**config.mk**
```make
export PLATFORM = sky130hd
export DESIGN_NAME = spi_status_data_path
export DESIGN_NICKNAME = d
export VERILOG_FILES = /design/src/rtl/spi_pkg.sv /design/src/rtl/spi_pin_sync.sv /design/src/rtl/spi_rate_divider.sv /design/src/rtl/spi_status_data_path.sv
export SDC_FILE = /design/constraint.sdc
export NUM_CORES = 1
export LEC_CHECK = 0
export ABC_AREA = 1
export BUFFER_PORTS_ARGS = -buffer_cell sky130_fd_sc_hd__buf_2
export CELL_PAD_IN_SITES_DETAIL_PLACEMENT = 1
export CELL_PAD_IN_SITES_GLOBAL_PLACEMENT = 2
export CORE_MARGIN = 10
export CORE_UTILIZATION = 29
export DETAILED_ROUTE_END_ITERATION = 8
export PLACE_DENSITY_LB_ADDON = 0.1
export SETUP_SLACK_MARGIN = 0.05
export SYNTH_ARGS = -nofsm -noshare
export SYNTH_HDL_FRONTEND = slang
export SYNTH_SLANG_ARGS = --single-unit
export TNS_END_PERCENT = 50
```
**constraint.sdc**
```tcl
create_clock -name clk -period 2.27 [get_ports clk]
set_clock_uncertainty 0.1 [all_clocks]
set_input_delay 0.1135 -clock clk [delete_from_list [all_inputs] [get_ports clk]]
set_output_delay 0.1135 -clock clk [all_outputs]
set_load 0.01 [all_outputs]
```
**src/rtl/spi_pkg.sv**
```systemverilog
/*
 * Shared constants and types of the serial status and data path.
 * Assumes a 32-bit AHB-Lite register bus and byte-wide registers in the low lanes.
 */
package spi_pkg;
	// Register byte addresses on the bus.
	localparam logic [7:0] CONTROL_OFFSET = 8'h00;
	localparam logic [7:0] STATUS_OFFSET  = 8'h04;
	localparam logic [7:0] DATA_OFFSET    = 8'h08;

	// Status register field positions.
	localparam int DONE_BIT  = 7;
	localparam int WRITE_COLLISION_FLAG_BIT  = 6;
	localparam int MODE_FAULT_FLAG_BIT  = 4;

	// Reset values.
	localparam logic [7:0] CONTROL_RESET = 8'h00;
	localparam logic [7:0] BYTE_RESET    = 8'h00;

	// Serial clock divisors for rate codes 00, 01, 10 and 11.
	localparam int DIV_CODE0 = 2;
	localparam int DIV_CODE1 = 4;
	localparam int DIV_CODE2 = 16;
	localparam int DIV_CODE3 = 32;
	localparam int HALF_W    = 5;

	// Sixteen clock edges make one byte; the last index closes it.
	localparam logic [3:0] LAST_EDGE = 4'hF;

	// HTRANS encoding bit that marks NONSEQ or SEQ.
	localparam int HTRANS_ACTIVE = 1;

	// Control register layout, bit 7 down to bit 0.
	typedef struct packed {
		logic       irq_enable_bit;
		logic       system_enable_bit;
		logic       spare;
		logic       master_select_bit;
		logic       clock_polarity_bit;
		logic       clock_phase_bit;
		logic [1:0] rate_select;
	} control_s;

	// Serial pins as seen from outside, before synchronising.
	typedef struct packed {
		logic sck;
		logic mosi;
		logic miso;
		logic ss_n;
	} pins_s;

	typedef enum logic [1:0] {LINK_IDLE, LINK_RUN, LINK_WAIT_SS} link_e;
	typedef enum logic {BUS_IDLE, BUS_DATA} bus_e;
	typedef enum logic [1:0] {SEL_NONE, SEL_CONTROL, SEL_STATUS, SEL_DATA} sel_e;
endpackage

```
**src/rtl/spi_pin_sync.sv**
```systemverilog
/*
 * Two-flop synchroniser for the serial pins.
 * Assumes the pins are asynchronous to clk; only the second stage is read outside.
 */
`timescale 1ns/1ps
`default_nettype none
module spi_pin_sync
	import spi_pkg::*;
(
	input  wire logic  clk,
	input  wire logic  rst,
	input  wire logic  ce,
	input  wire pins_s pins_raw,
	output pins_s      pins_safe
);
	typedef struct packed {
		pins_s first;
		pins_s second;
	} sync_s;

	sync_s s;
	sync_s next_s;

	// The first stage feeds only the second stage.
	always_comb begin
		next_s = s;
		if (ce) begin
			next_s.first  = pins_raw;
			next_s.second = s.first;
		end
	end

	// Pins idle with select high so that reset does not fake a selection.
	always_ff @(posedge clk) begin
		if (rst) begin
			s <= '{first: 4'h1, second: 4'h1};
		end else begin
			s <= next_s;
		end
	end

	assign pins_safe = s.second;
endmodule
`default_nettype wire

```
**src/rtl/spi_rate_divider.sv**
```systemverilog
/*
 * Half-period tick generator for the master serial clock.
 * Assumes run stays high for the whole byte; dropping it restarts the count.
 */
`timescale 1ns/1ps
`default_nettype none
module spi_rate_divider
	import spi_pkg::*;
(
	input  wire logic       clk,
	input  wire logic       rst,
	input  wire logic       ce,
	input  wire logic       run,
	input  wire logic [1:0] rate_select,
	output logic            tick
);
	typedef struct packed {
		logic [HALF_W-1:0] count;
		logic              tick;
	} div_s;

	div_s s;
	div_s next_s;

	// Half of the divisor less one, as the last count value of one half period.
	function automatic logic [HALF_W-1:0] half_last(input logic [1:0] code);
		unique case (code)
			2'h0: half_last = HALF_W'(DIV_CODE0 / 2 - 1);
			2'h1: half_last = HALF_W'(DIV_CODE1 / 2 - 1);
			2'h2: half_last = HALF_W'(DIV_CODE2 / 2 - 1);
			2'h3: half_last = HALF_W'(DIV_CODE3 / 2 - 1);
		endcase
	endfunction

	// One tick per half period so the caller toggles the clock on each.
	always_comb begin
		next_s = s;
		if (ce) begin
			next_s.tick = 1'b0;
			if (!run) begin
				next_s.count = '0;
			end else if (s.count >= half_last(rate_select)) begin
				next_s.count = '0;
				next_s.tick  = 1'b1;
			end else begin
				next_s.count = s.count + HALF_W'(1);
			end
		end
	end

	always_ff @(posedge clk) begin
		if (rst) begin
			s <= '0;
		end else begin
			s <= next_s;
		end
	end

	assign tick = s.tick;
endmodule
`default_nettype wire

```
**src/rtl/spi_status_data_path.sv**
```systemverilog
/*
 * Byte-wide serial interface: control, status and data registers on AHB-Lite,
 * master clock generation and slave shifting, flags and interrupt request.
 * Assumes one AHB-Lite master, word accesses, and pins joined by a testbench
 * that resolves each pin from its output enable.
 */
`timescale 1ns/1ps
`default_nettype none
// Operation
// - master serial clock is internal clock divided by 2, 4, 16 or 32.
// - byte completion sets the done flag as master and as slave.
// - interrupt request rises when done is set and interrupts enabled.
// - done clears after status read seeing it, then data access.
// - data writes ignored while done set and status not yet read.
// - data write during transfer sets collision flag, value discarded.
// - phase zero transfer lasts from select low until select high.
// - phase one transfer starts on first active edge, ends with done.
// - collision flag clears after status read seeing it, then data access.
// - mode fault set only as master with select driven low.
// - mode fault requests interrupt, clears enable and master bits.
// - mode fault clears after status read seeing it, then control write.
// - status bits 5 and 3 to 0 read as zero.
// - only a master data write starts a byte; slave write preloads.
// - data reads return the receive buffer, loaded at byte end.
// - byte arriving while done still set is dropped.
// - data writes go straight into the shift register.
// - data shifts most significant bit first.
// - master emits exactly eight clock pulses then idles.
// - master clock idles at the polarity bit level.
module spi_status_data_path
	import spi_pkg::*;
(
	input  wire logic        clk,
	input  wire logic        rst,
	input  wire logic        ce,
	input  wire logic        hsel,
	input  wire logic [7:0]  haddr,
	input  wire logic [1:0]  htrans,
	input  wire logic        hwrite,
	input  wire logic [2:0]  hsize,
	input  wire logic [31:0] hwdata,
	input  wire logic        hready,
	output logic             hreadyout,
	output logic             hresp,
	output logic [31:0]      hrdata,
	input  wire logic        sck_in,
	output logic             sck_out,
	output logic             sck_oe,
	input  wire logic        mosi_in,
	output logic             mosi_out,
	output logic             mosi_oe,
	input  wire logic        miso_in,
	output logic             miso_out,
	output logic             miso_oe,
	input  wire logic        ss_n_in,
	input  wire logic        ss_output_mode,
	output logic             irq
);
	typedef struct packed {
		control_s   ctrl;
		logic       done;
		logic       write_collision_flag;
		logic       mode_fault_flag;
		logic       seen_done;
		logic       seen_write_collision_flag;
		logic       seen_mode_fault_flag;
		logic [7:0] shifter;
		logic [7:0] rx_buf;
		logic       rx_bit;
		logic [3:0] edges;
		link_e      link;
		logic       sck_lvl_prev;
		logic       ss_prev;
		logic       sck;
		logic       sck_oe;
		logic       data_out;
		logic       mosi_oe;
		logic       miso_oe;
		logic       irq;
		bus_e       bus;
		sel_e       sel;
		logic       wr;
		logic       hreadyout;
		logic [31:0] hrdata;
	} state_s;

	state_s s;
	state_s next_s;
	pins_s  pins;
	logic   tick;

	// Pins cross into the clock domain before anything looks at them.
	spi_pin_sync u_sync (
		.clk       (clk),
		.rst       (rst),
		.ce        (ce),
		.pins_raw  ('{sck: sck_in, mosi: mosi_in, miso: miso_in, ss_n: ss_n_in}),
		.pins_safe (pins)
	);

	// The divider only runs while a master byte is in flight.
	spi_rate_divider u_div (
		.clk         (clk),
		.rst         (rst),
		.ce          (ce),
		.run         (s.link == LINK_RUN && s.ctrl.master_select_bit),
		.rate_select (s.ctrl.rate_select),
		.tick        (tick)
	);

	// Register selection from a byte address; unmapped addresses select nothing.
	function automatic sel_e decode(input logic [7:0] addr);
		unique case (addr)
			CONTROL_OFFSET: decode = SEL_CONTROL;
			STATUS_OFFSET:  decode = SEL_STATUS;
			DATA_OFFSET:    decode = SEL_DATA;
			default:        decode = SEL_NONE;
		endcase
	endfunction

	// Status byte with unused bits tied low.
	function automatic logic [7:0] status_byte(input logic d, input logic w, input logic m);
		status_byte           = 8'h00;
		status_byte[DONE_BIT] = d;
		status_byte[WRITE_COLLISION_FLAG_BIT] = w;
		status_byte[MODE_FAULT_FLAG_BIT] = m;
	endfunction

	// Everything below shares one next-state view so a flag set in the same
	// cycle as its clear keeps the set, which would otherwise lose an event.
	always_comb begin
		logic       enabled;
		logic       master;
		logic       lead;
		logic       trail;
		logic       sck_lvl;
		logic       in_bit;
		logic       complete;
		logic       data_rd;
		logic       data_wr;
		logic       ctrl_wr;
		logic       stat_rd;
		logic       fault;
		logic [7:0] wbyte;
		enabled  = s.ctrl.system_enable_bit;
		master   = s.ctrl.master_select_bit;
		lead     = 1'b0;
		trail    = 1'b0;
		sck_lvl  = pins.sck ^ s.ctrl.clock_polarity_bit;
		// Incoming data passes the pin synchroniser, so a sample lags its pin by two
		// to three clocks. At the two fastest rates a half period is shorter than that
		// lag and the master reads stale bits; received bytes are only good at the
		// divide-by-16 and divide-by-32 rates. Every pin still gets two flip-flops,
		// because a metastable sample would be worse than a slow one.
		// Transmit data and the clock itself are not affected by this limit.
		in_bit   = master ? pins.miso : pins.mosi;
		complete = 1'b0;
		data_rd  = 1'b0;
		data_wr  = 1'b0;
		ctrl_wr  = 1'b0;
		stat_rd  = 1'b0;
		fault    = 1'b0;
		wbyte    = hwdata[7:0];
		next_s   = s;

		if (ce) begin
			// Bus data phase: one wait cycle, then the access takes effect.
			if (s.bus == BUS_DATA) begin
				next_s.bus       = BUS_IDLE;
				next_s.hreadyout = 1'b1;
				next_s.hrdata    = 32'h0000_0000;
				data_rd = s.sel == SEL_DATA && !s.wr;
				data_wr = s.sel == SEL_DATA && s.wr;
				ctrl_wr = s.sel == SEL_CONTROL && s.wr;
				stat_rd = s.sel == SEL_STATUS && !s.wr;
				if (!s.wr) begin
					unique case (s.sel)
						SEL_CONTROL: next_s.hrdata[7:0] = s.ctrl;
						SEL_STATUS:  next_s.hrdata[7:0] = status_byte(s.done, s.write_collision_flag, s.mode_fault_flag);
						SEL_DATA:    next_s.hrdata[7:0] = s.rx_buf;
						SEL_NONE:    next_s.hrdata[7:0] = 8'h00;
					endcase
				end
			end else if (hsel && htrans[HTRANS_ACTIVE] && hready) begin
				next_s.bus       = BUS_DATA;
				next_s.sel       = decode(haddr);
				next_s.wr        = hwrite;
				next_s.hreadyout = 1'b0;
			end

			// Status read arms each flag that it saw set.
			if (stat_rd) begin
				next_s.seen_done = s.done;
				next_s.seen_write_collision_flag = s.write_collision_flag;
				next_s.seen_mode_fault_flag = s.mode_fault_flag;
			end

			// Clearing sequences; later sets in this cycle override them.
			if ((data_rd || data_wr) && s.seen_done) begin
				next_s.done      = 1'b0;
				next_s.seen_done = 1'b0;
			end
			if ((data_rd || data_wr) && s.seen_write_collision_flag) begin
				next_s.write_collision_flag      = 1'b0;
				next_s.seen_write_collision_flag = 1'b0;
			end
			if (ctrl_wr) begin
				next_s.ctrl      = wbyte;
				if (s.seen_mode_fault_flag) begin
					next_s.mode_fault_flag      = 1'b0;
					next_s.seen_mode_fault_flag = 1'b0;
				end
			end

			// Data writes: locked, colliding, or loaded straight into the shifter.
			if (data_wr && !(s.done && !s.seen_done) && enabled) begin
				if (s.link != LINK_IDLE) begin
					next_s.write_collision_flag = 1'b1;
				end else begin
					next_s.shifter  = wbyte;
					next_s.data_out = wbyte[7];
					next_s.edges    = 4'h0;
					if (master) begin
						next_s.link = LINK_RUN;
					end
				end
			end

			// Edge events, from the divider as master or the pin as slave.
			if (master) begin
				if (s.link == LINK_RUN && tick) begin
					lead = !s.edges[0];
					trail = s.edges[0];
					next_s.sck = !s.sck;
				end
			end else if (enabled && !pins.ss_n) begin
				lead  = sck_lvl && !s.sck_lvl_prev;
				trail = !sck_lvl && s.sck_lvl_prev;
				if (s.link == LINK_IDLE) begin
					if (!s.ctrl.clock_phase_bit && s.ss_prev) begin
						next_s.link     = LINK_RUN;
						next_s.edges    = 4'h0;
						next_s.data_out = s.shifter[7];
					end else if (s.ctrl.clock_phase_bit && lead) begin
						next_s.link  = LINK_RUN;
						next_s.edges = 4'h0;
					end else begin
						lead = 1'b0;
					end
					trail = 1'b0;
				end
			end
			next_s.sck_lvl_prev = sck_lvl;
			next_s.ss_prev      = pins.ss_n;

			// Shift on trailing edges, sample on the edge the phase asks for.
			if (next_s.link == LINK_RUN && (lead || trail)) begin
				next_s.edges = s.link == LINK_RUN ? s.edges + 4'h1 : 4'h1;
				if (lead) begin
					next_s.rx_bit = in_bit;
					if (s.ctrl.clock_phase_bit) begin
						next_s.data_out = s.shifter[7];
					end
				end else begin
					next_s.shifter = {s.shifter[6:0],
						s.ctrl.clock_phase_bit ? in_bit : s.rx_bit};
					if (!s.ctrl.clock_phase_bit) begin
						next_s.data_out = s.shifter[6];
					end
					complete = s.edges == LAST_EDGE;
				end
			end

			// A finished byte sets done and, unless it overruns, fills the buffer.
			if (complete) begin
				next_s.done = 1'b1;
				if (!s.done) begin
					next_s.rx_buf = next_s.shifter;
				end
				next_s.link = (!master && !s.ctrl.clock_phase_bit) ? LINK_WAIT_SS
					: LINK_IDLE;
				next_s.edges = 4'h0;
			end

			// Phase zero slave byte ends with select high; a dropped select aborts.
			if (!master && pins.ss_n && s.link != LINK_IDLE) begin
				next_s.link = LINK_IDLE;
			end

			// Another master pulling select low takes the bus away from us.
			fault = enabled && master && !ss_output_mode && !pins.ss_n;
			if (fault) begin
				next_s.mode_fault_flag                   = 1'b1;
				next_s.ctrl.system_enable_bit = 1'b0;
				next_s.ctrl.master_select_bit = 1'b0;
				next_s.link                   = LINK_IDLE;
			end
			if (!next_s.ctrl.system_enable_bit) begin
				next_s.link = LINK_IDLE;
			end

			// Clock idles at polarity whenever no master byte is running.
			if (next_s.link != LINK_RUN || !next_s.ctrl.master_select_bit) begin
				next_s.sck = next_s.ctrl.clock_polarity_bit;
			end
			next_s.sck_oe  = next_s.ctrl.system_enable_bit && next_s.ctrl.master_select_bit;
			next_s.mosi_oe = next_s.sck_oe;
			next_s.miso_oe = next_s.ctrl.system_enable_bit && !next_s.ctrl.master_select_bit
				&& !pins.ss_n;

			// Interrupt follows the done and mode fault flags, so it drops once they are cleared.
			next_s.irq = next_s.ctrl.irq_enable_bit && (next_s.done || next_s.mode_fault_flag);
		end
	end

	always_ff @(posedge clk) begin
		if (rst) begin
			s <= '{ctrl: CONTROL_RESET, shifter: BYTE_RESET, rx_buf: BYTE_RESET,
				link: LINK_IDLE, bus: BUS_IDLE, sel: SEL_NONE, ss_prev: 1'b1,
				hreadyout: 1'b1, hrdata: 32'h0000_0000, default: 1'b0};
		end else begin
			s <= next_s;
		end
	end

	// All outputs but hresp, which is tied low, come straight from the state register.
	assign hreadyout = s.hreadyout;
	assign hresp     = 1'b0;
	assign hrdata    = s.hrdata;
	assign sck_out   = s.sck;
	assign sck_oe    = s.sck_oe;
	assign mosi_out  = s.data_out;
	assign mosi_oe   = s.mosi_oe;
	assign miso_out  = s.data_out;
	assign miso_oe   = s.miso_oe;
	assign irq       = s.irq;
endmodule
`default_nettype wire

```
==> results of run 1 <==
layout by cell type (no fill, tap or decap), drive strengths merged, types with 6 or more instances in the layout:
cell type,count
dlygate4sd3,8
a31oi,7
conb,25
o21ai,58
nand2,131
dfxtp,71
buf,70
clkbuf,13
inv,54
a21oi,47
nor2,64
nand4,8
nand3,30
o211ai,8
ha,6
report_power, final:
part           internal (mW)  switching [mW]
registers               1.28          0.0220
logic                 0.0794           0.152
clock network          0.880           0.538
total                   2.24           0.712
per-layer routing:
layer	part of all wire [%]	wire length [um]
met1	47	5900
met5	0	0
met4	0.66	83
met3	4.0	504
met2	49	6130
kinds of logic after synthesis:
group | count (synthesis) | synth area share [%]
flip-flops | 71 | 36.3
adder cells (fa/ha/maj) | 6 | 1.92
XOR/XNOR | 2 | 0.448
AND/OR/NAND/NOR | 239 | 27.3
AO/OA/AOI/OAI | 135 | 19.6
other | 1 | 0.0959
buffers and inverters | 109 | 14.3
worst max-delay path, cell delays in order, from the launching register on:
cell,delay [ns]
sky130_fd_sc_hd__dfxtp_1,0.39
sky130_fd_sc_hd__inv_2,0.16
sky130_fd_sc_hd__nand2_1,0.12
sky130_fd_sc_hd__nor2_1,0.30
sky130_fd_sc_hd__nand3_1,0.16
sky130_fd_sc_hd__nand3_1,0.13
sky130_fd_sc_hd__inv_1,0.07
sky130_fd_sc_hd__nand3_1,0.10
sky130_fd_sc_hd__nand3_2,0.11
sky130_fd_sc_hd__nand3_1,0.11
sky130_fd_sc_hd__nand2_1,0.07
sky130_fd_sc_hd__nor2_1,0.11
sky130_fd_sc_hd__nor2_1,0.05
how the worst max path moves through the flow:
| stage | from | to | slack [ns] | depth (start not counted) |
|---|---|---|---|---|
| 2_1_floorplan | s[75] | u_div.s[5] | 0.42 | 12 |
| 3_3_place_gp | s[75] | u_div.s[5] | 0.09 | 12 |
| 3_5_place_dp | s[75] | u_div.s[5] | 0.1 | 12 |
| 4_1_cts | s[75] | u_div.s[5] | 0.07 | 12 |
| 5_1_grt | s[46] | s[53] | 0.02 | 10 |
| 6_report | s[46] | sck_out | 0.20 | 12 |
repair_timing:
item	in CTS	in global routing
resized for setup	0	12
endpoints found under the setup margin	0	17
endpoints found under the hold margin	8	0
buffers inserted	0	6
hold buffers	8	0
stage by stage:
stage	worst slack, ns	power, mW	util, %	area (um^2)	std cells
after floorplan	0.418	1.49	-	4000	587
after global placement	0.0949	1.54	32.2	4270	775
after detailed placement	0.0950	1.55	32.2	4270	775
after CTS	0.0683	3.00	35.0	4640	799
after global routing	0.0226	3.10	35.8	4730	805
final	0.201	2.95	35.8	4730	805
state kept, by name, summed over array words and instances, names as in the netlist, 4 cells and up:
register / count
hrdata: 8
u_sync.pins_safe: 4
u_sync.s: 4
s: 43
u_div.s: 5
layout make-up:
class,count,area share [%]
inverter,57,4.70
multi-input combinational,407,43.3
tap,176,4.65
sequential,71,30.1
clock inverter,3,0.899
clock buffer,13,5.29
timing repair buffer,78,11.0
==> results.txt, run 1 <==
The run finished with clean final reports. Across the whole layout, storage elements account for 0.00142 mm^2. The synthesis-stage register bit count is just over 70. The number of global-route vias before repair was 3918. In this run, the number of DRC markers left after iteration 0 of detailed routing was between 150 and 200.

The number of fill cells is 1734. The flop-to-flop setup slack is 0.20 ns. The type of the most critical hold path is input pin to register.

The depth of the worst register-to-register path came out at 12. The average routed wire per standard cell is 15.7 um. Global routing consumed, on the met1 layer, 17.1% of the routing resources. The number of rows in the core area is 42. The number of sinks driven by the clock tree came out at about 70. The count of buffers from port buffering is 43. The first detailed-routing pass took 4 iterations. The residual antenna-violating net count after detailed routing came out at 0. Pin placement for this block handled 97 I/O pins. The power density over the cells is 623 mW/mm^2.

No sink is reached through more buffers than the 2 on the longest clock path. Global routing used approximately a quarter of the available met2 tracks. The peak ir drop on the vdd network came out at 0.000306 V. The area share of the leading cell type in the synthesized netlist came out at 36.3%. The final-layout setup total negative slack came out at 0 ns. The count of cells along the worst hold path came out at 3. The arrival time at the worst endpoint came out at ~2.2 ns. The height of the die came out at 136 um. The number of diodes came out at 0. The worst register-to-register path ends at sck_out. STA classifies the critical path startpoint as a register. Ranked by instance count, the synthesized netlist is headed by 125 x sky130_fd_sc_hd__nand2_1, 71 x sky130_fd_sc_hd__dfxtp_1, 56 x sky130_fd_sc_hd__o21ai_0.

The tightest hold path in the finished design has a slack of 0.00957 ns. The maximum level of the CTS H-tree came out at 3. The maximum achievable frequency came out at roughly 0.48 GHz. The busiest layer in global routing is met2.

The share of synthesized area occupied by flip-flops and latches came out at 36.3%. The number of hold violations in the final report is 0. The start of the worst register-to-register path is s[46]. The startpoint identified for the worst hold timing path is hwdata[2]. For the worst setup path, the data required time is between 2 and 2.5 ns. The core footprint came out at around 0.013 mm^2. The fraction of final layout cells sized beyond drive strength 1 is between 15 and 20%. The count of warnings emitted by yosys came out at 0. The initial standard-cell utilization of the core came out at slightly below 30%.

By startpoint and endpoint, the worst setup path is classified as register to register. The commonest register cell after synthesis is sky130_fd_sc_hd__dfxtp_1. The footprint of the multi-input gates came out at around 0.002 mm^2.

The total via count in the routed design came out at between 3000 and 4000. The static leakage power came out at 2.05 nW. The number of standard cells after synthesis came out at 563. Yosys mapped a number of flops with a built-in enable equal to 0. The number of distinct library cells after synthesis is between 40 and 50. The average via count per standard cell came out at between 4 and 5. The final cycle utilization of the critical path is about nine tenths. The average footprint of a synthesized cell is between 6 and 7 um^2. The global-route track usage on met3 came out at around 4.3%. At the pin with the least slew margin, the transition time is between 0.6 and 0.7 ns. The clock reaches the later pin of the worst-skew pair after between 0.3 and 0.4 ns. The clock-pin slew on the worst setup and hold paths came out at 0.06 ns. The root cell of the clock tree is sky130_fd_sc_hd__clkbuf_16. The kind of capture point of the worst setup path is a register. The final layout contains about 690 nets. The die covers about 0.019 mm^2. Setup violations remaining at the end of the flow were counted as 0.

The fraction of registers with async set/reset is 0%. The final HPWL from detailed placement is between 9000 and 10000 um. The pin count of the biggest net entering global routing is 32.

Of all nets on the critical path, the largest fanout is 5. The total routing resource utilization after global routing came out at between 10 and 15%. The number of antenna violations at the first check in global routing is 0. The total grt overflow is 0.

The number of pins exceeding their max-slew limit in the final report came out at 0. The residual DRC count came out at 0. Setup repair after global routing left no endpoint under its margin.

The CTS tree is done. sky130_fd_sc_hd__dfxtp_1 takes more of the synthesized area than any other cell. The congestion estimate from routability-driven global placement came to 0.815. The relative slew slack is between 50% and 60%. The first global-routing pass estimated a little over 20000 um of wire.

For hold timing, the worst endpoint is s[76]. In this run the cell area of the synthesized design comes to 0.00391 mm^2. Summed over all layers, the routed wires come to around 13000 um. The clock period could shrink to ~2.1 ns. Across the run, the number of max-cap violations was 0. Among all cell types in the netlist, the one instantiated most often is sky130_fd_sc_hd__nand2_1. Compared with the post-synthesis result, the final layout area differs by 21.0%. The die boundary width is ~140 um. Ranked by total cell area, the synthesized netlist is headed by sky130_fd_sc_hd__dfxtp_1 36%, sky130_fd_sc_hd__nand2_1 12%, sky130_fd_sc_hd__o21ai_0 7.2%.

The TritonCTS buffer count came out at 9.
(Power assumes the default switching activity.)
==> run 2, diff against run 1 <==
--- a/config.mk
+++ b/config.mk
@@ -10,7 +10,7 @@
 export CELL_PAD_IN_SITES_DETAIL_PLACEMENT = 1
 export CELL_PAD_IN_SITES_GLOBAL_PLACEMENT = 2
 export CORE_MARGIN = 10
-export CORE_UTILIZATION = 29
+export CORE_UTILIZATION = 31
 export DETAILED_ROUTE_END_ITERATION = 8
 export PLACE_DENSITY_LB_ADDON = 0.1
 export SETUP_SLACK_MARGIN = 0.05
==> constraint.sdc (replaced) <==
create_clock -name clk -period 2.6 [get_ports clk]
set_clock_uncertainty 0.1 [all_clocks]
set_input_delay 0.13 -clock clk [delete_from_list [all_inputs] [get_ports clk]]
set_output_delay 0.13 -clock clk [all_outputs]
set_load 0.01 [all_outputs]
==> results.txt, run 2 (synthesis gave the netlist of run 1 again) <==
On the worst path, the slowest cell contributes a delay of around 0.46 ns. The post-placement cell area came out at 0.00416 mm^2. The number of violations of the max-capacitance limit came out at 0. Setup violations remaining at the end of the flow were counted as 0. Adding up every negative setup slack in the final design gives 0 ns. The detail route stage leaves a number of antenna-violating nets equal to 0. The worst pin sits at a relative slew slack of ~60%. STA classifies the critical path startpoint as a register. The average via count per standard cell is 4.72. The power density over the cells is around 570 mW/mm^2. For this design the total switching power over the nets is 644 uW.

The number of hold violations in the final report is 0. The total instance count after detailed placement is 754. The design internal power came out at roughly 1.9 mW. The kind of capture point of the worst setup path is a register. The post-CTS setup-driven buffer insertion count is 0. The share of total power dissipated in combinational logic is roughly 7.6%. The number of top-level pins came out at 97.

The number of sinks driven by the clock tree came out at 71. In the final routed layout, each cell accounts on average for between 15 and 20 um. The met3 wire length is approximately 430 um. The latest clock arrival within the worst-skew pair is ~0.35 ns.

The repair_antennas step left the layout with diodes totalling 0. The TritonCTS buffer count is 9. In this run the deepest clock path goes through 2 buffers. The most common cell after layout, fill and taps aside is sky130_fd_sc_hd__nand2_1.

The proportion of total power due to net switching is between 20% and 30%. The count of cells in the finished layout, fillers not included, comes to 776. s holds more flip-flops than any other register.

The placer congestion estimate is approximately 0.8. In the layout the commonest cells are 125 x sky130_fd_sc_hd__nand2_1, 71 x sky130_fd_sc_hd__dfxtp_1, 56 x sky130_fd_sc_hd__o21ai_0. The clock-pin slew on the worst setup and hold paths came out at approximately 0.060 ns.

The final layout contains routed wiring with a total length of about 13000 um. The worst hold slack across all endpoints is around 0.019 ns. The signal on the critical path passes through ha_1 -> nand2_1 -> nor2_1 -> nand4_2 -> nor3_4 -> o21ai_0 -> a31oi_1. The static leakage power is 1.98 nW. The sequential share of power is roughly 44%.

At the pin with the least slew margin, the transition time is 0.621 ns. The total overflow left after global routing is 0. Detailed placement finished with a half-perimeter wire length of between 9000 and 10000 um. The root cell of the clock tree is sky130_fd_sc_hd__clkbuf_16.

Relative to the synthesized area, the layout overhead comes to 15.5%. The count of buffering cells on the critical path with inverters included is 0. The floorplan step defined a core boundary enclosing ~0.012 mm^2. The area of the die came out at between 0.015 and 0.02 mm^2. The cell family contributing the most delay on the critical path is simple AND/OR/NAND/NOR gates. STA puts the critical path data arrival time at approximately 2.5 ns.

Entering global routing, the biggest net connects 44 pins. In this run the worst hold path is classified as input pin to register. The detailed router finished its first iteration with 138 violations. The highest metal layer used by the detailed router is met4. Setup repair after global routing left no endpoint under its margin. Among all stages on the critical path, the largest delay is contributed by sky130_fd_sc_hd__nor3_4. The final-stage net count came out at 665. The maximum achievable frequency came out at between 0.4 and 0.5 GHz. For this run, design rule violations remaining after detail routing come to 0.

In this run the worst path has a maximum fanout of 12. The number of pins exceeding their max-slew limit in the final report is 0. The peak ir drop on the vdd network is 0.000208 V. The first TritonRoute pass finished after 4 iterations. The number of antenna violations at the first check in global routing is 0. The count of buffers from port buffering came out at 43.

The initial standard-cell utilization of the core came out at between 30% and 40%. The die boundary width came out at around 130 um. By startpoint and endpoint, the worst setup path is classified as register to register. The total via count in the routed design came out at about 3700. TritonCTS built the clock tree. For this block, wires on met1 add up to 6150 um.

The fraction of final layout cells sized beyond drive strength 1 came out at between 15 and 20%. The number of global-route vias before repair came out at 3910. The first global-routing pass estimated 20600 um of wire. The maximum level of the CTS H-tree is 3.

The time the worst path needs with I/O delays and setup is between 2 and 2.5 ns. In the global route stage, overall resource usage came out at about 15%. The worst endpoint required time came out at about 2.8 ns. The flow ran to the end, and the final reports show no timing, DRC or antenna violations. The met2 layer wire length in the routed design is about 5700 um. The final design area excluding fillers came out at 0.00452 mm^2. The final cycle utilization of the critical path came out at slightly below 90%.

The flip-flop count of the largest register, all copies and words added is 43. The relative contribution of the clock network to total power is roughly half. The height of the die came out at 132 um. The number of rows in the core area came out at 40.
run 2: cell types whose count changed in the layout (fill, tap and decap cells not counted), moves of 2 or more:
| cell | change |
|---|---|
| sky130_fd_sc_hd__clkbuf_1 | -2 |
| sky130_fd_sc_hd__clkbuf_8 | +3 |
| sky130_fd_sc_hd__dfxtp_2 | -2 |
| sky130_fd_sc_hd__buf_4 | -18 |
| sky130_fd_sc_hd__nor2_2 | -2 |
| sky130_fd_sc_hd__nor2_4 | -2 |
| sky130_fd_sc_hd__dlygate4sd3_1 | -2 |
| sky130_fd_sc_hd__nor2_1 | +4 |
| sky130_fd_sc_hd__dfxtp_1 | +2 |
run 2: final cells by class:
class,instances,area (um^2)
tap,168,210
timing repair buffer,57,348
inverter,57,219
clock buffer,14,284
sequential,71,1420
multi-input combinational,407,2020
clock inverter,2,12.5
fill,1569,7650
run 2: power groups by stage:
stage,sequential (mW),combinational (mW),clock [mW]
2_1_floorplan,1.15,0.151,0
3_3_place_gp,1.16,0.188,0
3_5_place_dp,1.16,0.190,0
4_1_cts,1.13,0.198,1.27
5_1_grt,1.13,0.226,1.31
6_report,1.13,0.196,1.24
run 2: tightest hold or removal path, stage by stage:
cell and delay [ns]:
sky130_fd_sc_hd__buf_2 0.08, sky130_fd_sc_hd__o21ai_0 0.08, sky130_fd_sc_hd__a21oi_1 0.12
run 2: worst paths after layout:
path              depth (start not counted)      start   endpoint  slack (ns)
hold reg to reg                           2  hreadyout  hreadyout        0.35
hold / removal                            3  hwdata[5]      s[79]        0.02
setup reg to reg                          7      s[47]      s[56]        0.31
setup / recovery                          7      s[47]      s[56]        0.31
run 2: what timing repair did:
action                    CTS  global route
hold buffers                6             0
hold endpoints to repair    6             0
resized for setup           0             0
run 2: routing by layer:
metal	vias up	track usage [%]
met1	1718	18.1
li1	1873	-
met5	-	0
met2	58	23.7
met3	15	2.93
met4	0	6.42
run 2: per-stage QoR:
step           setup WS [ns]  utilization (%)  total power [mW]
2_1_floorplan          0.748                -              1.30
3_3_place_gp           0.395             34.2              1.34
3_5_place_dp           0.336             34.2              1.35
4_1_cts                0.317             37.1              2.60
5_1_grt               0.0803             37.1              2.67
6_report               0.314             37.1              2.57
